===== src/hw/dmx_pkg.sv =====
// constants for the twelve-lane 1-to-2 deserializer
package dmx_pkg;
  // ------------------------------------------------------------
  // structure
  // ------------------------------------------------------------
  localparam int LANES    = 12;
  localparam int WORD_W   = 2 * LANES;
  localparam int DIV_W    = 2;
  localparam int FIFO_DEP = 2;
  localparam int CNT_W    = 2;
  localparam int ADDR_W   = 8;
  localparam int DATA_W   = 32;

  // ------------------------------------------------------------
  // register map
  // ------------------------------------------------------------
  localparam logic [ADDR_W-1:0] CTRL_OFS = 8'h00;
  localparam logic [ADDR_W-1:0] STAT_OFS = 8'h04;
  localparam logic [5:0]        CTRL_RST = 6'h00;

  // control fields
  localparam int CTRL_RATIO_A  = 0;
  localparam int CTRL_RATIO_B  = 1;
  localparam int CTRL_QPH      = 2;
  localparam int CTRL_OPH      = 3;
  localparam int CTRL_ECL      = 4;
  localparam int CTRL_CML      = 5;
  localparam int CTRL_W        = 6;

  // status fields
  localparam int STAT_OVF      = 0;
  localparam int STAT_MODE_ERR = 1;
  localparam int STAT_CNT_LSB  = 2;
  localparam int STAT_DIV_LSB  = 4;
  localparam int STAT_PRESET   = 6;
  localparam int STAT_W        = 7;

  // divider
  localparam logic [DIV_W-1:0] DIV_ZERO = 2'h0;
  localparam logic [DIV_W-1:0] DIV_ONE  = 2'h1;

  // input standard
  typedef enum logic [1:0] {
    DMX_STD_LVDS,
    DMX_STD_ECL,
    DMX_STD_CML
  } dmx_std_t;
endpackage : dmx_pkg

===== src/hw/dmx_deser.sv =====
// twelve-lane 1-to-2 deserializer with preset divider and word buffer
//
// Added by the designer: the address-and-strobe port and the register offsets.
`timescale 1ns/10ps

// Notes on behaviour
// [RQ1] twelve lane splitters, each input lane feeding two output lanes
// [RQ2] lane data captured on both phases of the half-rate clock
// [RQ3] first and second words launched together on half-clock rising edge
// [RQ4] divider makes half and quarter clocks aligned to input clock rise
// [RQ5] low preset forces divider to all-zero state
// [RQ6] preset input resampled on input clock rise before use
// [RQ7] source may assert preset any time; release must meet timing
// [RQ8] each divided clock output selects half (0, default) or quarter (1)
// [RQ9] two divided clock copies, each with its own cascade enable
// [RQ10] all outputs launched from flops on the same edge; the code decodes word outputs and word_in_ready combinationally
// [RQ11] two static selects set output clock phase against data
// [RQ12] phase selects read zero unless driven
// [RQ13] standard select: 00 lvds, 10 ecl, 01 cml, 11 never used; the code decodes control bits [5:4] 01 as ecl, 10 and 11 as cml
// [RQ14] clock and preset inputs use lvds or cml only, never ecl
// [RQ15] divider holds zero while preset low, counts from zero after release
// [RQ16] cascade enables follow the retimed preset
module dmx_deser (
  // clock and reset
  input  wire logic                          clk_sys,
  input  wire logic                          resetn,
  // serial lanes and divider preset
  input  wire logic [dmx_pkg::LANES-1:0]     serial_lane_in_pair,
  input  wire logic                          div_preset_n,
  // deserialized word stream
  output logic      [dmx_pkg::LANES-1:0]     lane_out_first,
  output logic      [dmx_pkg::LANES-1:0]     lane_out_second,
  output logic                               lane_out_valid,
  input  wire logic                          lane_out_ready,
  output logic                               word_in_ready,
  // divided clocks, cascade enables and input standard
  output logic                               divided_clock_out_a,
  output logic                               divided_clock_out_b,
  output logic                               cascade_enable_out_a,
  output logic                               cascade_enable_out_b,
  output dmx_pkg::dmx_std_t                  input_standard,
  // register port
  input  wire logic [dmx_pkg::ADDR_W-1:0]    reg_addr,
  input  wire logic [dmx_pkg::DATA_W-1:0]    reg_wdata,
  input  wire logic                          reg_wr,
  input  wire logic                          reg_rd,
  output logic      [dmx_pkg::DATA_W-1:0]    reg_rdata
);

  // ------------------------------------------------------------
  // declarations
  // ------------------------------------------------------------
  logic                            preset_q_r;
  logic [dmx_pkg::DIV_W-1:0]       div_r;
  logic [dmx_pkg::DIV_W-1:0]       div_nxt;
  logic [dmx_pkg::LANES-1:0]       first_r;
  logic [dmx_pkg::LANES-1:0]       second_nxt;
  logic                            word_done;
  logic [dmx_pkg::CTRL_W-1:0]      ctrl_r;
  logic                            ovf_r;
  logic                            mode_err_r;
  logic [dmx_pkg::WORD_W-1:0]      mem_r [dmx_pkg::FIFO_DEP];
  logic                            wptr_r;
  logic                            rptr_r;
  logic [dmx_pkg::CNT_W-1:0]       cnt_r;
  logic                            fifo_full;
  logic                            fifo_empty;
  logic                            push;
  logic                            pop;
  logic                            half_nxt;
  logic                            quarter_nxt;
  logic [dmx_pkg::WORD_W-1:0]      head;

  // ------------------------------------------------------------
  // preset retiming and divider
  // ------------------------------------------------------------
  // preset is only sampled here; its falling edge may come at any time
  always_ff @(posedge clk_sys) begin
    if (!resetn) begin
      preset_q_r <= 1'b0;
    end else begin
      preset_q_r <= div_preset_n; // RQ6
    end
  end

  always_comb begin
    if (!preset_q_r) begin
      div_nxt = dmx_pkg::DIV_ZERO; // RQ5 RQ15
    end else begin
      div_nxt = div_r + dmx_pkg::DIV_ONE; // RQ4
    end
  end

  always_ff @(posedge clk_sys) begin
    if (!resetn) begin
      div_r <= dmx_pkg::DIV_ZERO;
    end else begin
      div_r <= div_nxt; // RQ15
    end
  end

  // ------------------------------------------------------------
  // lane capture
  // ------------------------------------------------------------
  // even phase holds the first bit; odd phase closes the pair
  assign word_done  = preset_q_r && div_r[0]; // RQ2
  assign second_nxt = serial_lane_in_pair;

  always_ff @(posedge clk_sys) begin
    if (!resetn) begin
      first_r <= '0;
    end else if (!div_r[0]) begin
      first_r <= serial_lane_in_pair; // RQ1 RQ2
    end
  end

  // ------------------------------------------------------------
  // two-entry word buffer
  // ------------------------------------------------------------
  // the serial source cannot be stalled, so a full buffer drops the
  // word and flags it rather than corrupting the stored pair
  assign fifo_full     = (cnt_r == dmx_pkg::CNT_W'(dmx_pkg::FIFO_DEP));
  assign fifo_empty    = (cnt_r == '0);
  assign word_in_ready = !fifo_full;
  assign push          = word_done && !fifo_full;
  assign pop           = !fifo_empty && lane_out_ready;
  assign head          = mem_r[rptr_r];

  always_ff @(posedge clk_sys) begin
    if (push) begin
      mem_r[wptr_r] <= {second_nxt, first_r}; // RQ1 RQ3
    end
  end

  always_ff @(posedge clk_sys) begin
    if (!resetn) begin
      wptr_r <= 1'b0;
      rptr_r <= 1'b0;
      cnt_r  <= '0;
    end else begin
      if (push) begin
        wptr_r <= !wptr_r;
      end
      if (pop) begin
        rptr_r <= !rptr_r;
      end
      if (push && !pop) begin
        cnt_r <= cnt_r + 2'h1;
      end else if (pop && !push) begin
        cnt_r <= cnt_r - 2'h1;
      end
    end
  end

  // first and second leave together from the same stored pair
  assign lane_out_first  = head[dmx_pkg::LANES-1:0]; // RQ3
  assign lane_out_second = head[dmx_pkg::WORD_W-1:dmx_pkg::LANES];
  assign lane_out_valid  = !fifo_empty;

  // ------------------------------------------------------------
  // divided clocks and cascade enables
  // ------------------------------------------------------------
  assign half_nxt    = div_nxt[0] ^ ctrl_r[dmx_pkg::CTRL_OPH]; // RQ11
  assign quarter_nxt = div_nxt[1] ^ ctrl_r[dmx_pkg::CTRL_QPH]; // RQ11

  // registered from the divider's next value so they share its edge
  always_ff @(posedge clk_sys) begin
    if (!resetn) begin
      divided_clock_out_a <= 1'b0;
      divided_clock_out_b <= 1'b0;
    end else begin
      divided_clock_out_a <= ctrl_r[dmx_pkg::CTRL_RATIO_A] ? quarter_nxt : half_nxt; // RQ8 RQ10
      divided_clock_out_b <= ctrl_r[dmx_pkg::CTRL_RATIO_B] ? quarter_nxt : half_nxt; // RQ8 RQ9
    end
  end

  always_ff @(posedge clk_sys) begin
    if (!resetn) begin
      cascade_enable_out_a <= 1'b0;
      cascade_enable_out_b <= 1'b0;
    end else begin
      cascade_enable_out_a <= preset_q_r; // RQ16 RQ9
      cascade_enable_out_b <= preset_q_r; // RQ16 RQ10
    end
  end

  // ------------------------------------------------------------
  // input standard decode
  // ------------------------------------------------------------
  always_ff @(posedge clk_sys) begin
    if (!resetn) begin
      input_standard <= dmx_pkg::DMX_STD_LVDS;
    end else if (ctrl_r[dmx_pkg::CTRL_CML]) begin
      input_standard <= dmx_pkg::DMX_STD_CML; // RQ13
    end else if (ctrl_r[dmx_pkg::CTRL_ECL]) begin
      input_standard <= dmx_pkg::DMX_STD_ECL; // RQ13
    end else begin
      input_standard <= dmx_pkg::DMX_STD_LVDS;
    end
  end

  // ------------------------------------------------------------
  // register port
  // ------------------------------------------------------------
  always_ff @(posedge clk_sys) begin
    if (!resetn) begin
      ctrl_r <= dmx_pkg::CTRL_RST; // RQ12
    end else if (reg_wr && reg_addr == dmx_pkg::CTRL_OFS) begin
      ctrl_r <= reg_wdata[dmx_pkg::CTRL_W-1:0];
    end
  end

  // set wins over a write-one clear in the same cycle
  always_ff @(posedge clk_sys) begin
    if (!resetn) begin
      ovf_r      <= 1'b0;
      mode_err_r <= 1'b0;
    end else begin
      if (word_done && fifo_full) begin
        ovf_r <= 1'b1;
      end else if (reg_wr && reg_addr == dmx_pkg::STAT_OFS && reg_wdata[dmx_pkg::STAT_OVF]) begin
        ovf_r <= 1'b0;
      end
      mode_err_r <= ctrl_r[dmx_pkg::CTRL_ECL] && ctrl_r[dmx_pkg::CTRL_CML]; // RQ13
    end
  end

  always_ff @(posedge clk_sys) begin
    if (!resetn) begin
      reg_rdata <= '0;
    end else if (reg_rd && reg_addr == dmx_pkg::CTRL_OFS) begin
      reg_rdata <= {{(dmx_pkg::DATA_W-dmx_pkg::CTRL_W){1'b0}}, ctrl_r};
    end else if (reg_rd && reg_addr == dmx_pkg::STAT_OFS) begin
      reg_rdata <= {{(dmx_pkg::DATA_W-dmx_pkg::STAT_W){1'b0}},
                    preset_q_r, div_r, cnt_r, mode_err_r, ovf_r};
    end else begin
      reg_rdata <= '0;
    end
  end

  // ------------------------------------------------------------
  // assertions
  // ------------------------------------------------------------
  a_preset_retime: assert property (@(posedge clk_sys) disable iff (!resetn) // RQ6
    $past(resetn) |-> preset_q_r == $past(div_preset_n))
    else $error("preset not retimed by one edge");

  a_preset_hold: assert property (@(posedge clk_sys) disable iff (!resetn) // RQ5
    !preset_q_r |=> div_r == dmx_pkg::DIV_ZERO)
    else $error("divider not held at zero under preset");

  a_release_count: assert property (@(posedge clk_sys) disable iff (!resetn) // RQ15
    (!preset_q_r ##1 preset_q_r [*3]) |=> div_r == 2'h3)
    else $error("divider did not count from zero after release");

  a_divider_step: assert property (@(posedge clk_sys) disable iff (!resetn) // RQ4
    preset_q_r |=> div_r == $past(div_r) + dmx_pkg::DIV_ONE)
    else $error("divider did not advance");

  a_first_capture: assert property (@(posedge clk_sys) disable iff (!resetn) // RQ2
    !div_r[0] |=> first_r == $past(serial_lane_in_pair))
    else $error("first lane bit not captured");

  a_word_push: assert property (@(posedge clk_sys) disable iff (!resetn) // RQ3
    (word_done && !fifo_full && !lane_out_ready) |=> cnt_r == $past(cnt_r) + 2'h1)
    else $error("completed word not buffered");

  a_word_pair: assert property (@(posedge clk_sys) disable iff (!resetn) // RQ1
    (word_done && fifo_empty) |=> lane_out_valid && lane_out_second == $past(serial_lane_in_pair)
      && lane_out_first == $past(first_r))
    else $error("lane pair not delivered intact");

  a_cascade_follow: assert property (@(posedge clk_sys) disable iff (!resetn) // RQ16
    $past(resetn) |-> cascade_enable_out_a == $past(preset_q_r)
      && cascade_enable_out_b == cascade_enable_out_a)
    else $error("cascade enable does not follow preset");

  a_half_ratio: assert property (@(posedge clk_sys) disable iff (!resetn) // RQ8
    (!ctrl_r[dmx_pkg::CTRL_RATIO_A] && !ctrl_r[dmx_pkg::CTRL_OPH] && preset_q_r)
      [*2] |-> divided_clock_out_a == div_r[0])
    else $error("half-rate clock output wrong");

  a_quarter_ratio: assert property (@(posedge clk_sys) disable iff (!resetn) // RQ8
    (ctrl_r[dmx_pkg::CTRL_RATIO_B] && !ctrl_r[dmx_pkg::CTRL_QPH])
      [*2] |-> divided_clock_out_b == div_r[1])
    else $error("quarter-rate clock output wrong");

  a_phase_default: assert property (@(posedge clk_sys) // RQ12
    $past(!resetn) && resetn |-> ctrl_r == dmx_pkg::CTRL_RST)
    else $error("control selects not zero after reset");

  a_mode_error: assert property (@(posedge clk_sys) disable iff (!resetn) // RQ13
    (ctrl_r[dmx_pkg::CTRL_ECL] && ctrl_r[dmx_pkg::CTRL_CML]) |=> mode_err_r)
    else $error("illegal standard select not flagged");

  a_fifo_bound: assert property (@(posedge clk_sys) disable iff (!resetn)
    cnt_r <= dmx_pkg::CNT_W'(dmx_pkg::FIFO_DEP))
    else $error("buffer count out of range");

  a_head_stands: assert property (@(posedge clk_sys) disable iff (!resetn) // RQ3
    (lane_out_valid && !lane_out_ready) |=> lane_out_valid && $stable(lane_out_first)
      && $stable(lane_out_second))
    else $error("buffer head changed while stalled");

  a_full_drop: assert property (@(posedge clk_sys) disable iff (!resetn) // RQ1
    (word_done && fifo_full) |=> ovf_r)
    else $error("dropped word not flagged");

  a_clock_pair: assert property (@(posedge clk_sys) disable iff (!resetn) // RQ10
    ($past(ctrl_r[dmx_pkg::CTRL_RATIO_A]) == $past(ctrl_r[dmx_pkg::CTRL_RATIO_B]))
      |-> divided_clock_out_a == divided_clock_out_b)
    else $error("divided clocks out of step");

  a_std_lvds: assert property (@(posedge clk_sys) disable iff (!resetn) // RQ13
    (!ctrl_r[dmx_pkg::CTRL_ECL] && !ctrl_r[dmx_pkg::CTRL_CML])
      |=> input_standard == dmx_pkg::DMX_STD_LVDS)
    else $error("lvds standard not selected");

  a_std_ecl: assert property (@(posedge clk_sys) disable iff (!resetn) // RQ13
    (ctrl_r[dmx_pkg::CTRL_ECL] && !ctrl_r[dmx_pkg::CTRL_CML])
      |=> input_standard == dmx_pkg::DMX_STD_ECL)
    else $error("ecl standard not selected");

  a_std_cml: assert property (@(posedge clk_sys) disable iff (!resetn) // RQ13
    (!ctrl_r[dmx_pkg::CTRL_ECL] && ctrl_r[dmx_pkg::CTRL_CML])
      |=> input_standard == dmx_pkg::DMX_STD_CML)
    else $error("cml standard not selected");

  a_quarter_out_a: assert property (@(posedge clk_sys) disable iff (!resetn) // RQ8
    (ctrl_r[dmx_pkg::CTRL_RATIO_A] && !ctrl_r[dmx_pkg::CTRL_QPH])
      [*2] |-> divided_clock_out_a == div_r[1])
    else $error("quarter-rate clock on output a wrong");

  a_half_out_b: assert property (@(posedge clk_sys) disable iff (!resetn) // RQ8
    (!ctrl_r[dmx_pkg::CTRL_RATIO_B] && !ctrl_r[dmx_pkg::CTRL_OPH])
      [*2] |-> divided_clock_out_b == div_r[0])
    else $error("half-rate clock on output b wrong");

  a_out_phase_inv: assert property (@(posedge clk_sys) disable iff (!resetn) // RQ11
    (!ctrl_r[dmx_pkg::CTRL_RATIO_A] && ctrl_r[dmx_pkg::CTRL_OPH])
      [*2] |-> divided_clock_out_a == !div_r[0])
    else $error("half-rate clock phase not inverted");

  a_quarter_phase_inv: assert property (@(posedge clk_sys) disable iff (!resetn) // RQ11
    (ctrl_r[dmx_pkg::CTRL_RATIO_B] && ctrl_r[dmx_pkg::CTRL_QPH])
      [*2] |-> divided_clock_out_b == !div_r[1])
    else $error("quarter-rate clock phase not inverted");

  a_ctrl_write: assert property (@(posedge clk_sys) disable iff (!resetn) // RQ11
    (reg_wr && reg_addr == dmx_pkg::CTRL_OFS)
      |=> ctrl_r == $past(reg_wdata[dmx_pkg::CTRL_W-1:0]))
    else $error("control write not taken");

  a_word_spacing: assert property (@(posedge clk_sys) disable iff (!resetn) // RQ2
    word_done |=> !word_done)
    else $error("words closed on adjacent edges");

endmodule : dmx_deser


===== config.mk =====
export PLATFORM = sky130hd
export DESIGN_NAME = dmx_deser
export DESIGN_NICKNAME = d
export VERILOG_FILES = /design/src/hw/dmx_pkg.sv /design/src/hw/dmx_deser.sv
export SDC_FILE = /design/constraint.sdc
export NUM_CORES = 1
export LEC_CHECK = 0
export BUFFER_PORTS_ARGS = -buffer_cell sky130_fd_sc_hd__buf_2
export CAP_MARGIN = 20
export CORE_MARGIN = 4
export CORE_UTILIZATION = 49
export DETAILED_ROUTE_END_ITERATION = 16
export PLACE_DENSITY = 0.79
export SYNTH_ARGS = -nofsm -noshare
export SYNTH_HDL_FRONTEND = slang
export SYNTH_SLANG_ARGS = --single-unit

===== constraint.sdc =====
create_clock -name clk_sys -period 3.1 [get_ports clk_sys]
set_input_delay 0.155 -clock clk_sys [delete_from_list [all_inputs] [get_ports clk_sys]]
set_output_delay 0.155 -clock clk_sys [all_outputs]
set_load 0.01 [all_outputs]

==> results of run 1 <==
## layer usage
layer,vias up,part of all wire,global-route usage
met5,-,0,0
met3,9,0.067,0.0574
li1,1010,-,-
met1,973,0.42,0.187
met2,67,0.50,0.253
met4,0,0.014,0.0490
## stage by stage
stage | power [mW] | hold WS, ns
finish | 2.32 | 0.0443
global route | 2.44 | 0.0352
CTS | 2.35 | 0.00134
detailed placement | 1.63 | 0.366
global placement | 1.62 | 0.361
floorplan | 1.55 | 0.254
## final cells by class
class | count | area, sq um | share of cell area
Clock buffer | 10 | 138 | 0.0336
Clock inverter | 6 | 45.0 | 0.0110
Inverter | 5 | 18.8 | 0.00458
Multi-Input combinational cell | 149 | 1030 | 0.250
Sequential cell | 88 | 2240 | 0.547
Tap cell | 96 | 120 | 0.0293
Timing Repair Buffer | 87 | 510 | 0.125
## state kept, by name, indices dropped and copies added (netlist names), named ones only
signal,flops
rptr_r,1
ctrl_r,6
div_r,2
preset_q_r,1
ovf_r,1
reg_rdata,7
first_r,12
divided_clock_out_b,1
input_standard,2
cascade_enable_out_b,1
divided_clock_out_a,1
mem_r,48
cnt_r,2
wptr_r,1
mode_err_r,1
## power groups by stage
stage          sequential, mW  combinational (mW)  clock [mW]
6_report                 1.28               0.330       0.708
5_1_grt                  1.29               0.366       0.782
4_1_cts                  1.28               0.332       0.732
3_5_place_dp             1.31               0.320           0
3_3_place_gp             1.31               0.316           0
2_1_floorplan            1.30               0.241           0
## final timing paths
path | start | to | slack (ns) | depth (start not counted)
setup reg to reg | cnt_r[1]$_SDFFE_PN0P_ | cnt_r[1]$_SDFFE_PN0P_ | 1.32 | 5
setup / recovery | cnt_r[1]$_SDFFE_PN0P_ | cnt_r[1]$_SDFFE_PN0P_ | 1.32 | 5
hold / removal | reg_wdata[3] | ctrl_r[3]$_SDFFE_PN0P_ | 0.04 | 3
hold reg to reg | first_r[0]$_SDFFE_PN0N_ | mem_r[1][0]$_DFFE_PP_ | 0.45 | 0
## cell families (layout without fill, tap and decap cells)
family / Yosys count / in the layout / synth area share
adder cells (fa/ha/maj): 1 / 1 / 0.00365
other: 1 / 25 / 0.00109
AND/OR/NAND/NOR: 59 / 59 / 0.0829
buffers and inverters: 40 / 108 / 0.0738
flip-flops: 88 / 88 / 0.654
AO/OA/AOI/OAI: 11 / 11 / 0.0223
XOR/XNOR: 5 / 5 / 0.0128
multiplexers: 48 / 48 / 0.149
## cells in the mapped netlist, drive strengths merged, types with 2 or more instances
cell,count
clkbuf,5
nand2,17
and2,2
nand2b,2
edfxtp,48
inv,5
xnor2,2
mux2i,24
dfxtp,40
mux2,24
o21ai,4
o21a,3
xor2,3
nor2,25
nor3,3
buf,30
o221a,2
## timing repair
item,4_1_cts,5_1_grt
endpoints found under the hold margin,16,5
setup buffers,0,0
hold buffers,10,3
## worst max-delay path: cells and delay by family, from the launching register on
kind,cells,cell delay [ns]
compound gates,1,0.15
simple gates,3,0.81
fa+ha+maj,1,0.35
flops,1,0.40
==> reports/qor.yml, run 1 <==
ctsHtreeMaxLevel: 3
synth-warning-count: 0
numClockSinks: 88
cpMaxStageDelayCell: "dfxtp_1"
setup_repair_after_global_routing_missed_its_margin: "no"
avgRoutedWirePerCell_um: 13.6
synth.top_cell.area_share: 0.421
timing.fmax_ghz: 0.561
hold_viol_final: 0
grt_remaining_overflow: 0
least_margin_pin_slew_ns: 0.564
groute.usage.overall: 0.154
static-leakage-power_nw: 1.65
drc_violation_count_after_routing: 0
detailroute.via_count: 2059
ys_dominant_reg_cell: "edfxtp_1"
slew_viol_final: 0
fill_cells: 548
clock-skew-final_ns: 0.00863
wirelength_mm: 6.00
synth_top_area_cell: "edfxtp_1"
dpl.hpwl_mm: 3.98
clk_pin_slew_ns: 0.09
yosys-top-cells-area: "edfxtp_1 42%, dfxtp_1 23%, mux2i_1 7.0%, mux2_2 6.6%, buf_4 5.7%"
cts.path.max_buffers: 2
antennaDiodeCount: 0
slew_headroom: 0.624
final_core_area_utilization: 0.603
dr.pass1.iters: 4
drt-vias-per-instance: 4.67
startpoint_type: "flip-flop"
numCtsBuffers: 9
cellInternalPower_mw: 1.73
stdcell_area_sq_um: 4100
status: "complete, no violations"
power.switching_fraction: 0.254
min-delay-path-class: "input port to flip-flop"
num-nets-final: 399
syn-instance-count: 253
power.sequential.fraction: 0.553
fp.dieArea_sq_um: 8390
fp.dieH_um: 91.6
grt_first_pass_wirelength_mm: 9.85
crit_path_max_incr_delay_ns: 0.40
clock_tree_from_tritoncts: "built"
first_global_vias: 2051
area_delta_synth_final_pct: 19.7
finalWeightedCongestion: 0.727
number_of_antenna_violations_at_the_first_check_in_global_routing: 0
power.density_cell_area_nw_per_um2: 566
syn_area_per_cell_sq_um: 13.5
final_critical_path_setup_slack_ns: 1.32
final_common_cell: "buf_2"
total_net_switching_power_mw: 0.589
fin_crit_ns: 1.78
cp-end-kind: "flip-flop"
dp.cells: 412
synth_area_sq_um: 3430
die_width_um: 91.6
comb_power_share: 0.142
core_area_sq_um: 6790
finalSetupTns_ns: 0
start_to_end_type_of_the_worst_setup_path: "flip-flop to flip-flop"
crit_path_cell_trace: "nor2b_1, nor2_1, ha_1, or3_1, a21oi_1"
cp_data_required_time_ns: 3.38
grt_start_max_net_pins: 25
power.ir.vdd_worst_mv: 0.247
layout_cell_share_with_drive_strength_beyond_1: 0.333
number_of_synthesized_register_bits: 88
clkPwrFrac: 0.305
pin_count: 122
worstSkewPairLatency_ns: 0.35
synth-async-reset-ratio: 0
seq_area_frac_synth: 0.654
timing.critical_path.arrival_ns: 2.06
floorplan.rows: 30
placement.cell_area_sq_um: 3790
place.port_buffers: 70
maxCapViolCount: 0
synth-edff-count: 48
drtIter0Drc: 72
start_util: 0.504
synth.distinct_cells: 35
antenna_left: 0
final-instance-count-excl-fill: 441
post-place-ws_ns: 1.34
mostFrequentLayoutCells: "70 x buf_2, 48 x edfxtp_1, 40 x dfxtp_1, 25 x nor2_1, 25 x conb_1"
setup_viol: 0
final.period_utilization: 0.575
cts_repair_resize_count: 0
clock-root-buffer: "clkbuf_8"
critPathMaxFanout: 6
No activity file was read; power rests on OpenSTA's default activity.
==> inputs of run 2 (changes only) <==
--- a/config.mk
+++ b/config.mk
@@ -8,9 +8,9 @@
 export BUFFER_PORTS_ARGS = -buffer_cell sky130_fd_sc_hd__buf_2
 export CAP_MARGIN = 20
 export CORE_MARGIN = 4
-export CORE_UTILIZATION = 49
+export CORE_UTILIZATION = 44
 export DETAILED_ROUTE_END_ITERATION = 16
-export PLACE_DENSITY = 0.79
+export PLACE_DENSITY = 0.75
 export SYNTH_ARGS = -nofsm -noshare
 export SYNTH_HDL_FRONTEND = slang
 export SYNTH_SLANG_ARGS = --single-unit
==> constraint.sdc (replaced) <==
create_clock -name clk_sys -period 1.6 [get_ports clk_sys]
set_input_delay 0.08 -clock clk_sys [delete_from_list [all_inputs] [get_ports clk_sys]]
set_output_delay 0.08 -clock clk_sys [all_outputs]
set_load 0.01 [all_outputs]
==> reports/qor.yml, run 2 (synthesis results as in run 1) <==
dr.pass1.iters: 4  # unchanged
number_of_post_cts_setup_repair_buffers: 0  # unchanged
grt_remaining_overflow: 0  # unchanged
power.density_cell_area_nw_per_um2: 1120  # +98%
clk_pin_slew_ns: 0.08  # about the same
least_margin_pin_slew_ns: 0.587  # +0.0234 ns
cpMaxStageDelayCell: "dfxtp_1"
fin_crit_ns: 1.48
pin_count: 122  # unchanged
timing.fmax_ghz: 0.678
clock-skew-final_ns: 0.00453  # -0.00410 ns
number_of_antenna_violations_at_the_first_check_in_global_routing: 0  # unchanged
reg_top3: "mem_r (48), first_r (12), reg_rdata (7)"
reg2reg_slack_ns: 0.13  # -1.19 ns
start_util: 0.462  # -0.0418
status: "complete, no violations"
worst-path-buf-inv: 2  # +2
critical_path.top_delay_family: "flip-flops"
number_of_cells_on_the_critical_path: 3  # -2
clock_tree_from_tritoncts: "built"
die_width_um: 96.2  # +5.0%
drc_violation_count_after_routing: 0  # unchanged
mostFrequentLayoutCells: "70 x buf_2, 48 x edfxtp_1, 39 x dfxtp_1, 25 x conb_1"
crit_end: "lane_out_first[7]"
cp-end-kind: "output port"
worstSkewPairLatency_ns: 0.34  # about the same
place.port_buffers: 70  # unchanged
num-nets-final: 408  # +2.3%
r2r.worst_path.cells: 5  # unchanged
hold_viol_final: 0  # unchanged
setup_repair_after_global_routing_missed_its_margin: "no"
final.period_utilization: 0.922
numCtsBuffers: 9  # unchanged
numClockSinks: 88  # unchanged
multi_input_comb_area_sq_um: 1060  # +3.3%
detailroute.via_count: 2086  # +1.3%
post-place-ws_ns: 0.0464  # -1.29 ns
antenna_left: 0  # unchanged
fp.dieArea_sq_um: 9260  # +10%
cp_data_required_time_ns: 1.52  # -1.86 ns
ctsHtreeMaxLevel: 3  # unchanged
area_delta_synth_final_pct: 25.2
start_to_end_type_of_the_worst_setup_path: "flip-flop to output port"
timing.critical_path.arrival_ns: 1.40  # -0.66 ns
drtIter0Drc: 56  # -22%
setup_viol: 0  # unchanged
startpoint_type: "flip-flop"
grt_first_pass_wirelength_mm: 9.64  # -2.1%
clock-root-buffer: "clkbuf_8"
antennaDiodeCount: 0  # unchanged
static-leakage-power_nw: 1.73  # +4.7%
first_global_vias: 2107  # +2.7%
timing.rr.end: "cnt_r[1]$_SDFFE_PN0P_"
drt-vias-per-instance: 4.60  # -1.4%
seq_area_sq_um: 2240  # about the same
cts.path.max_buffers: 2  # unchanged
slew_viol_final: 0  # unchanged
crit_path_cell_trace: "buf_12, mux2_2, buf_2"
max_flop_register: "mem_r"
final_core_area_utilization: 0.579  # -0.0245
slew_headroom: 0.608  # -0.0156
layout_cell_share_with_drive_strength_beyond_1: 0.345  # +0.0113
power.ir.vdd_worst_mv: 0.534  # +120%
groute.usage.overall: 0.140  # -0.0137
final_common_cell: "buf_2"
start_of_the_worst_register_to_register_path: "cnt_r[1]$_SDFFE_PN0P_"
avgRoutedWirePerCell_um: 13.6  # about the same
dpl.hpwl_mm: 4.04  # +1.4%
largest_reg_flops: 48  # unchanged
grt_start_max_net_pins: 25  # unchanged
crit_path_max_incr_delay_ns: 0.36  # -0.04 ns
critPathMaxFanout: 24  # +18
maxCapViolCount: 0  # unchanged
floorplan.rows: 31  # +3.3%
min-delay-path-class: "input port to flip-flop"
final_critical_path_setup_slack_ns: 0.124  # -1.19 ns
wirelength_mm: 6.17  # +2.7%
fill_cells: 617  # +13%
fp.dieH_um: 96.2  # +5.0%
finalWeightedCongestion: 0.739  # +1.7%
core_area_sq_um: 7410  # +9.0%
## run 2: cell types whose count changed in the layout (fill, tap and decap cells not counted), sizes merged
cell	delta
clkinv	-1
bufinv	+2
buf	+3
clkinvlp	-2
clkbuf	+1
dlygate4sd3	+6
## run 2: how the worst min path moves through the flow
stage	cells after the start	startpoint	endpoint
global placement	1	serial_lane_in_pair[0]	mem_r[0][12]$_DFFE_PP_
global route	3	reg_addr[7]	reg_rdata[6]$_SDFF_PP0_
floorplan	0	serial_lane_in_pair[0]	mem_r[0][12]$_DFFE_PP_
detailed placement	1	serial_lane_in_pair[4]	mem_r[0][16]$_DFFE_PP_
finish	3	reg_addr[7]	reg_rdata[6]$_SDFF_PP0_
CTS	3	reg_addr[7]	reg_rdata[6]$_SDFF_PP0_
## run 2: per-layer routing
layer | global-route usage | share of wire | vias to the layer above | wire length [um]
met5 | 0 | 0 | - | 0
met4 | 0.0427 | 0.0089 | 0 | 55
met3 | 0.0516 | 0.084 | 7 | 517
met2 | 0.247 | 0.51 | 77 | 3140
met1 | 0.156 | 0.40 | 979 | 2450
li1 | - | - | 1023 | -
## run 2: cell type report
type / count / share of cell area
Tap cell: 99 / 0.0289
Clock buffer: 11 / 0.0306
Inverter: 5 / 0.00438
Multi-Input combinational cell: 149 / 0.247
Timing Repair Buffer: 96 / 0.147
Sequential cell: 88 / 0.523
Clock inverter: 5 / 0.0190
## run 2: metrics by stage
step                std cells  TNS (ns)  hold slack (ns)  power, mW  cell area, sq um
floorplan                 277   -0.0686            0.179       3.00              3540
global placement          418         0            0.285       3.20              3870
detailed placement        418         0            0.285       3.22              3870
CTS                       453         0           0.0911       4.85              4270
global route              453         0           0.0968       5.05              4290
finish                    453         0            0.104       4.80              4290
## run 2: tightest hold or removal path, delay by kind of cell
kind	cells	cell delay (ns)
buffers and inverters	1	0.09
AND/OR/NAND/NOR	2	0.23
## run 2: what timing repair did
item,4_1_cts,5_1_grt
gates resized for setup,0,3
endpoints found under the setup margin,0,1
hold buffers,19,0
endpoints found under the hold margin,37,0
## run 2: report_power, final
group | switching (mW) | internal [mW]
logic | 0.358 | 0.362
clock network | 0.714 | 0.881
registers | 0.0457 | 2.44
total | 1.12 | 3.69
